`src/verilog/csd_pkg.sv`:
```
// Constants, field layouts and types of the chip-select decode block
`default_nettype none
package csd_pkg;

  localparam int NUM_BANKS = 4;
  localparam int ADDR_W = 32;
  localparam int HI_W = 16;
  localparam int OFF_W = 8;
  localparam int BOOT_BANK = 0;
  localparam int VALID_BIT = 0;
  localparam int DISK_BANK = 2;
  localparam int CARD_BANK = 3;

  // Register offsets from the module base
  localparam logic [7:0] BASE_OFF [NUM_BANKS] = '{8'h80, 8'h8C, 8'h98, 8'hA4};
  localparam logic [7:0] MASK_OFF [NUM_BANKS] = '{8'h84, 8'h90, 8'h9C, 8'hA8};
  localparam logic [7:0] CTRL_OFF [NUM_BANKS] = '{8'h88, 8'h94, 8'hA2, 8'hAE};

  // Writable bits of a mask register: mask field, attribute bits, valid bit
  localparam logic [31:0] MASK_RW = 32'hFFFF_017F;
  localparam logic [31:0] MASK_RST = 32'h0000_0000;
  localparam logic [15:0] BASE_RST = 16'h0000;
  localparam logic [15:0] CTRL_RST = 16'h0000;
  localparam logic [31:0] READ_ZERO = 32'h0000_0000;

  typedef struct packed {
    logic [1:0] spare_hi;
    logic [3:0] wait_count_bit;
    logic auto_acknowledge;
    logic [1:0] port_width_code;
    logic byte_enable_mode;
    logic burst_read_enable;
    logic burst_write_enable;
    logic [3:0] spare_lo;
  } csd_ctrl_type;

  // Boot bank control at reset: 15 waits, auto ack, 16-bit port, byte enables
  localparam csd_ctrl_type BOOT_CTRL_RST = 16'h3F40;

  // True when exactly one bit of a match vector is set
  function automatic logic csd_one_hot(input logic [NUM_BANKS-1:0] v);
    logic [NUM_BANKS-1:0] low;
    low = v - NUM_BANKS'(1);
    return (v != '0) && ((v & low) == '0);
  endfunction : csd_one_hot

endpackage : csd_pkg
`default_nettype wire

```
`src/verilog/csd_chip_select.sv`:
```
// Chip-select decode with boot select and per-bank register file
`timescale 1ns/1ps
`default_nettype none
module csd_chip_select #(
  parameter int BANKS = csd_pkg::NUM_BANKS
) (
  input wire logic sys_clk,
  input wire logic nrst,
  input wire logic reg_sel,
  input wire logic reg_wr,
  input wire logic reg_rd,
  input wire logic [csd_pkg::OFF_W-1:0] reg_offset,
  input wire logic [31:0] reg_wdata,
  output logic [31:0] reg_rdata,
  input wire logic core_req,
  input wire logic [csd_pkg::ADDR_W-1:0] core_addr,
  input wire logic core_internal,
  input wire logic internal_to_external_route,
  output logic [BANKS-1:0] bank_select_n,
  output logic access_error,
  output logic access_done,
  output csd_pkg::csd_ctrl_type sel_ctrl,
  output logic global_mode
);

  if (BANKS != csd_pkg::NUM_BANKS)
  begin : g_bad_banks
    $error("csd_chip_select: register map serves exactly four banks");
  end

  localparam int HI_W = csd_pkg::HI_W;
  localparam int HI_LSB = csd_pkg::ADDR_W - HI_W;

  logic [HI_W-1:0] base_q [BANKS];
  logic [31:0] mask_q [BANKS];
  csd_pkg::csd_ctrl_type ctrl_q [BANKS];
  logic global_q;
  logic [31:0] rdata_q;
  logic [BANKS-1:0] sel_q;
  logic error_q;
  logic done_q;
  csd_pkg::csd_ctrl_type sel_ctrl_q;

  wire logic [BANKS-1:0] hit_base;
  wire logic [BANKS-1:0] hit_mask;
  wire logic [BANKS-1:0] hit_ctrl;
  wire logic [BANKS-1:0] match;
  wire logic wr_en;
  wire logic rd_en;
  wire logic any_hit;
  wire logic ext_req;
  wire logic single;
  wire logic boot_valid_set;
  wire logic [HI_W-1:0] addr_hi;
  logic [BANKS-1:0] sel_d;
  logic [31:0] rdata_d;
  csd_pkg::csd_ctrl_type ctrl_d;

  assign wr_en = reg_sel && reg_wr;
  assign rd_en = reg_sel && reg_rd;
  assign addr_hi = core_addr[csd_pkg::ADDR_W-1:HI_LSB];

  genvar gi;
  for (gi = 0; gi < BANKS; gi++)
  begin : g_bank
    assign hit_base[gi] = reg_offset == csd_pkg::BASE_OFF[gi];
    assign hit_mask[gi] = reg_offset == csd_pkg::MASK_OFF[gi];
    assign hit_ctrl[gi] = reg_offset == csd_pkg::CTRL_OFF[gi];

    csd_bank_match #(
      .HI_W(HI_W)
    ) u_match (
      .base_field(base_q[gi]),
      .mask_field(mask_q[gi][31:HI_LSB]),
      .bank_valid(mask_q[gi][csd_pkg::VALID_BIT]),
      .addr_hi(addr_hi),
      .hit(match[gi])
    );

    always_ff @(posedge sys_clk)
    begin
      if (!nrst)
      begin
        base_q[gi] <= csd_pkg::BASE_RST;
        mask_q[gi] <= csd_pkg::MASK_RST;
        ctrl_q[gi] <= (gi == csd_pkg::BOOT_BANK) ?
          csd_pkg::BOOT_CTRL_RST : csd_pkg::CTRL_RST;
      end
      else if (wr_en)
      begin
        if (hit_base[gi])
          base_q[gi] <= reg_wdata[31:HI_LSB];
        if (hit_mask[gi])
          mask_q[gi] <= reg_wdata & csd_pkg::MASK_RW;
        if (hit_ctrl[gi])
          ctrl_q[gi] <= reg_wdata[15:0];
      end
    end
  end

  assign any_hit = |{hit_base, hit_mask, hit_ctrl};

  // Only a write of one to bank 0's valid bit leaves global mode
  assign boot_valid_set = wr_en && hit_mask[csd_pkg::BOOT_BANK] &&
    reg_wdata[csd_pkg::VALID_BIT];

  // Reserved offsets and base and mask reserved bits read as zero; all registers read back
  always_comb
  begin
    rdata_d = csd_pkg::READ_ZERO;
    for (int i = 0; i < BANKS; i++)
    begin
      if (hit_base[i])
        rdata_d = {base_q[i], 16'h0000};
      if (hit_mask[i])
        rdata_d = mask_q[i];
      if (hit_ctrl[i])
        rdata_d = {16'h0000, ctrl_q[i]};
    end
  end

  // Internal cycles go outside only when the route bit asks for it
  assign ext_req = core_req &&
    (!core_internal || internal_to_external_route);
  assign single = csd_pkg::csd_one_hot(match);

  // Global mode uses no bank 0 decode: bank 0 base and mask reset to zero, valid bit clear
  always_comb
  begin
    sel_d = '0;
    ctrl_d = ctrl_q[csd_pkg::BOOT_BANK];
    if (global_q)
      sel_d[csd_pkg::BOOT_BANK] = 1'b1;
    else if (single)
      sel_d = match;
    for (int i = 0; i < BANKS; i++)
    begin
      if (!global_q && single && match[i])
        ctrl_d = ctrl_q[i];
    end
  end

  always_ff @(posedge sys_clk)
  begin
    if (!nrst)
      global_q <= 1'b1;
    else if (boot_valid_set)
      global_q <= 1'b0;
  end

  always_ff @(posedge sys_clk)
  begin
    if (!nrst)
      rdata_q <= csd_pkg::READ_ZERO;
    else if (rd_en)
      rdata_q <= rdata_d;
  end

  always_ff @(posedge sys_clk)
  begin
    if (!nrst)
    begin
      sel_q <= '0;
      error_q <= 1'b0;
      done_q <= 1'b0;
      sel_ctrl_q <= csd_pkg::CTRL_RST;
    end
    else
    begin
      sel_q <= ext_req ? sel_d : '0;
      error_q <= ext_req && !global_q && !single;
      done_q <= ext_req;
      sel_ctrl_q <= ext_req ? ctrl_d : csd_pkg::CTRL_RST;
    end
  end

  assign reg_rdata = rdata_q;
  assign bank_select_n = ~sel_q;
  assign access_error = error_q;
  assign access_done = done_q;
  assign sel_ctrl = sel_ctrl_q;
  assign global_mode = global_q;
endmodule : csd_chip_select
`default_nettype wire

```
`src/verilog/csd_bank_match.sv`:
```
// One bank's address compare with mask and valid gating
`timescale 1ns/1ps
`default_nettype none
module csd_bank_match #(
  parameter int HI_W = 16
) (
  input wire logic [HI_W-1:0] base_field,
  input wire logic [HI_W-1:0] mask_field,
  input wire logic bank_valid,
  input wire logic [HI_W-1:0] addr_hi,
  output logic hit
);

  if (HI_W < 1 || HI_W > 32)
  begin : g_bad_width
    $error("csd_bank_match: HI_W out of range");
  end

  wire logic [HI_W-1:0] differ;

  assign differ = (base_field ^ addr_hi) & ~mask_field;
  assign hit = bank_valid && (differ == '0);

endmodule : csd_bank_match
`default_nettype wire

```
`config.mk`:
```
export PLATFORM = sky130hd
export DESIGN_NAME = csd_chip_select
export DESIGN_NICKNAME = d
export VERILOG_FILES = /design/src/verilog/csd_pkg.sv /design/src/verilog/csd_chip_select.sv /design/src/verilog/csd_bank_match.sv
export SDC_FILE = /design/constraint.sdc
export NUM_CORES = 1
export LEC_CHECK = 0
export BUFFER_PORTS_ARGS = -buffer_cell sky130_fd_sc_hd__buf_2
export CORE_ASPECT_RATIO = 0.9
export CORE_MARGIN = 2
export CORE_UTILIZATION = 54
export DETAILED_ROUTE_END_ITERATION = 16
export GPL_TIMING_DRIVEN = 0
export PLACE_DENSITY = 0.77
export SYNTH_ARGS = -nofsm -noshare
export SYNTH_HDL_FRONTEND = slang
export SYNTH_SLANG_ARGS = --single-unit
```
`constraint.sdc`:
```
create_clock -name sys_clk -period 3.7 [get_ports sys_clk]
set_input_delay 0.185 -clock sys_clk [delete_from_list [all_inputs] [get_ports sys_clk]]
set_output_delay 0.185 -clock sys_clk [all_outputs]
set_load 0.05 [all_outputs]
```
-- Word-level counts from Yosys, hierarchy flattened
Memory sizes are Yosys's and may differ from the RTL's.
Cells that the tools add are included.
- register bits: 55
- memory bits (writable): 224
- input bits: 80
- output and inout bits: 55
- word-level logic and storage cells: 165
- memories kept: 3
- $add $sub $neg: 1
- eq/ne operators: 12
- multiplexer cells: 78
- bitwise gates (word level): 29
- reduce and logical (&&, ||, !) cells: 28
- memories (name ; depth ; bits a word ; rd ports ; clocked after Yosys merged registers in ; write ports ; RTL line ; source):
    mask_q ; 4 ; 24 ; 4 ; 0 ; 4 ; csd_chip_select.sv:35 ; logic [31:0] mask_q [BANKS];
    base_q ; 4 ; 16 ; 4 ; 0 ; 4 ; csd_chip_select.sv:34 ; logic [HI_W-1:0] base_q [BANKS];
    ctrl_q ; 4 ; 16 ; 4 ; 0 ; 4 ; csd_chip_select.sv:36 ; csd_pkg::csd_ctrl_type ctrl_q [BANKS];
- operator list (operator ; number):
    2-to-1 mux 32 bit ; 12
    2-to-1 mux 16 bit ; 11
    == test 8 bit, second input constant ; 12
    2-to-1 mux 24 bit ; 4
    AND 16 bit ; 4
    logical NOT 16 bit ; 4
    inverter 16 bit ; 4
    bitwise XOR 16 bit ; 4
    2-to-1 mux 1 bit ; 51
    logical AND 1 bit ; 16
    bitwise OR 1 bit ; 12
    AND 4 bit ; 1
    logical NOT 4 bit ; 1
    inverter 4 bit ; 1
    nonzero test 4 bit ; 1
    OR reduction 4 bit ; 1
    subtractor 4 x 1 -> 4 bit, second input constant ; 1
    logical NOT 1 bit ; 3
    inverter 1 bit ; 3
    AND reduction 2 bit ; 1
    logical OR 1 bit ; 1

-- Logic depth before layout (Yosys ltp)
An unclocked memory read counts as a cell.
- depth after elaboration: 14
- depth in mapped cells: 10
- gate-level depth less buffers: 7

-- By module
A second synthesis with hierarchy kept.
- cells, all modules: 1196
- area total of the unflattened synthesis: 13623.1 sq um
- by module, submodules not included (module ; times used ; cells each ; area an instance (sq um) ; seq. area each (sq um)):
    csd_chip_select ; 1 ; 1076 ; 12732.2 ; 7827.5
    csd_bank_match ; 4 ; 30 ; 222.7 ; 0.0

-- Worst setup path after synthesis
OpenSTA, ideal clock, no wires.
- kind: input -> register
- from: in reg_offset[0] (netlist name)
- to: mem mask_q[1][0] (netlist name) (enable)
- setup time: 0.442 ns
- arrival time: 3.167 ns
- setup slack: 0.091 ns
- stages: 4
- buffers on the path: 1
- path through: nor4b_2 nand2_1 clkbuf_1 o31ai_1
- RTL lines (what ; RTL line ; source):
    from (decl) ; csd_chip_select.sv:12 ; input wire logic [csd_pkg::OFF_W-1:0] reg_offset,
    to (decl) ; csd_chip_select.sv:35 ;

==> run_results.csv <==
group,metric,value,unit
worst_setup_path,crit_path_max_fanout,16,
cts,clkSinkCount,279,
cts,cts_made_buffers,29,
worst_setup_path,cp_data_required_time,3900,ps
worst_setup_path,r2r_slack,780,ps
final_layout,synthToLayoutAreaGrowth,15.7,%
yosys,synth_compound_area_frac,0.136,
timing,relSlewSlack,0.0871,
final_layout,layout.nets,1410,
placed_design,dp_slack,94.8,ps
flow_run,cap_violations,0,
min_path,hold_class,"in2reg",
power_and_ir_drop,leakage,5.95,nW
placed_design,gp_congestion,0.920,
drt,firstDrtPassIters,6,
timing,drv_slew,0,
timing,fmax,0.339,GHz
timing,clock_skew,14.8,ps
timing,setup_ws,754,ps
min_path,holdCritStartpoint,"internal_to_external_route",
yosys,ys_types,62,
timing,fin_crit_sh,0.796,
worst_setup_path,r2r_cells,8,
cts,post-cts-setup-buffers,0,
yosys,seq_area_frac_synth,0.578,
timing,final.setup.tns,0,ps
placed_design,place_area,14600,sq um
final_layout,stdcell_count,1690,
yosys,synthCells,1182,
timing,layout_min_cycle_time,2950,ps
yosys,synthArstFlopShare,0,
worst_setup_path,critPathMaxStageDelay,1120,ps
cts,postCtsHoldBufs,8,
drt,antenna_left,0,
yosys,synth_xor_area_frac,0.0426,
drt,wire_per_inst,24.4,microns
yosys,syn_area,13500,sq um
worst_setup_path,crit_chain,"buf_2 -> or4b_1 -> nor3_1 -> clkbuf_1 -> nand3_1 -> nand2_1",
die,start_util,0.554,
global_route,grtUsageTotal,0.310,
timing,hold_viol,0,
worst_setup_path,critPathSlowestCell,"nor3_1",
global_route,gr-total-overflow,0,
timing,worst_slew_pin_slew,1360,ps
global_route,grt_max_degree,17,
cts,cts_tree,"yes",
worst_setup_path,reg2reg_from,"base_q[2][3]",
worst_setup_path,start_kind,"primary input",
die,io_pins,135,
die,std_cell_rows,54,
power_and_ir_drop,power_density,455,nW/um^2
cts,worstSkewPairLatency,570,ps
cts,clk_path_buf_depth,3,
drt,vias_per_cell,6.36,
cts,h-tree-depth,1,
timing,setup_violations,0,
placed_design,dp.cells,1627,
yosys,synth_top_family_by_area,"simple AND/OR/NAND/NOR gates",
yosys,syn_nets,1262,
yosys,synth_edf_count,224,
yosys,synth_mux_area_frac,0.0289,
outcome,status,"finished, final reports clean",
die,die-area,26400,sq um
final_layout,post-route-util,0.641,
yosys,synthFlopType,"edfxtp_1",
timing,holdWs,38.0,ps
yosys,synth.avg_cell_area,11.5,sq um
placed_design,port_buffers,102,
cts,cts-root-buf,"clkbuf_16",
final_layout,design_area,15700,sq um
min_path,holdPathStages,3,
die,core,24500,sq um
global_route,antenna_found_initial,1,
drt,vias,10742,
yosys,synthAdderAreaFrac,0,
drt,first_iter_violations,1681,
cts,path_clk_slew,60,ps
timing,rsz0062_at_grt,"no",
yosys,synth-simple-area-share,0.174,
drt,drc,0,
min_path,holdPathEnd,"access_done",
global_route,first_global_vias,10374,
worst_setup_path,r2r_end,"sel_ctrl[2]",
power_and_ir_drop,ir_drop,0.373,mV
global_route,grt_first_pass_wirelength,61.3,mm
power_and_ir_drop,power,7.13,mW
worst_setup_path,cp-end-kind,"register",
cts,cts.repair.resized,0,
worst_setup_path,crit_type,"in2reg",
yosys,ys_warn_count,0,
placed_design,dp_hpwl,30.5,mm
final_layout,fill_cells,1865,
die,fp.dieH,154,microns
worst_setup_path,cp.arrival,3140,ps
yosys,ys_ff_latch,279,
final_layout,drive_gt1_frac,0.163,
drt,wl,41.2,mm
die,die_w,171,microns
logic make-up after synthesis:
family,after synthesis
flops,279
xor+xnor,65
simple gates,412
buf+inv,115
compound gates,272
mux,39
power by group:
part	total [mW]	internal (mW)	leakage, nW	switching [mW]
clock network	2.91	1.68	0.460	1.24
registers	3.61	3.52	2.58	0.0868
logic	0.606	0.201	2.92	0.405
cells in the mapped netlist (all sizes together), types with 31 or more instances:
master	instances	area share
a21oi	63	0.023
and2	101	0.047
and3	124	0.057
buf	31	0.017
clkbuf	75	0.021
dfxtp	55	0.081
edfxtp	224	0.50
mux2i	38	0.028
nand2	59	0.016
nor2	40	0.011
o21ai	63	0.024
o22ai	71	0.033
xnor2	65	0.043
placed cells by master (no fill, tap or decap), types with 3 or more instances in the layout:
master         instances
nor2b_1               22
inv_1                  8
a41oi_1               16
a221oi_2              10
o221ai_1               7
nor4_2                 4
clkbuf_1              84
a221oi_1               7
or3_1                 12
nor3_1                11
buf_1                  4
clkinv_2               3
dfxtp_1               55
buf_2                118
a21oi_1               63
buf_6                 11
o22ai_1               71
nor2_1                39
o211ai_1               4
and2_1               101
nand3_1               10
nand2b_1               7
clkbuf_16             29
o21ai_1               24
dlygate4sd3_1          8
a222oi_1               8
nand2_1               59
o21ai_2                9
clkinv_1               3
mux2i_1               38
xnor2_1               64
a221o_1                6
nor4_1                 8
edfxtp_1             224
o21ai_0               29
clkbuf_8               4
and3_1               124
worst max-delay path by stage:
stage | from | endpoint | slack (ps) | cells past startpoint
4_1_cts | reg_offset[0] | base_q[0][14] | 670 | 8
5_1_grt | reg_offset[0] | base_q[3][12] | 650 | 6
3_5_place_dp | reg_offset[0] | base_q[0][11] | 90 | 8
2_1_floorplan | reg_offset[0] | mask_q[1][0] | 90 | 4
3_3_place_gp | reg_offset[1] | mask_q[2][4] | -1160 | 6
6_report | reg_offset[0] | base_q[3][15] | 750 | 6
critical path, delay by kind of cell:
kind,cells,cell delay (ps)
simple gates,4,2430
buf+inv,2,510
metal layers:
metal	global-route usage	wire length [microns]	up-vias
met5	0	0	-
met4	0.0932	1170	0
met3	0.0890	5930	95
met2	0.464	18100	777
met1	0.441	16000	5132
li1	-	-	4738
area by class of cell:
class / count / area, sq um / area share
Sequential cell: 279 / 7830 / 0.499
Multi-Input combinational cell: 788 / 5230 / 0.334
Clock buffer: 42 / 815 / 0.0520
Timing Repair Buffer: 117 / 706 / 0.0450
Buffer: 106 / 505 / 0.0322
Tap cell: 336 / 420 / 0.0268
Clock inverter: 12 / 131 / 0.00838
Inverter: 9 / 33.8 / 0.00216
Antenna cell: 1 / 2.50 / 0.000160
flip-flops by register name, indices dropped and copies added (netlist names):
register,cells
access_done,1
access_error,1
global_mode,1
sel_q,4
mask_q,96
sel_ctrl,16
base_q,64
ctrl_q,64
reg_rdata,32
No activity file was read; power rests on OpenSTA's default activity.
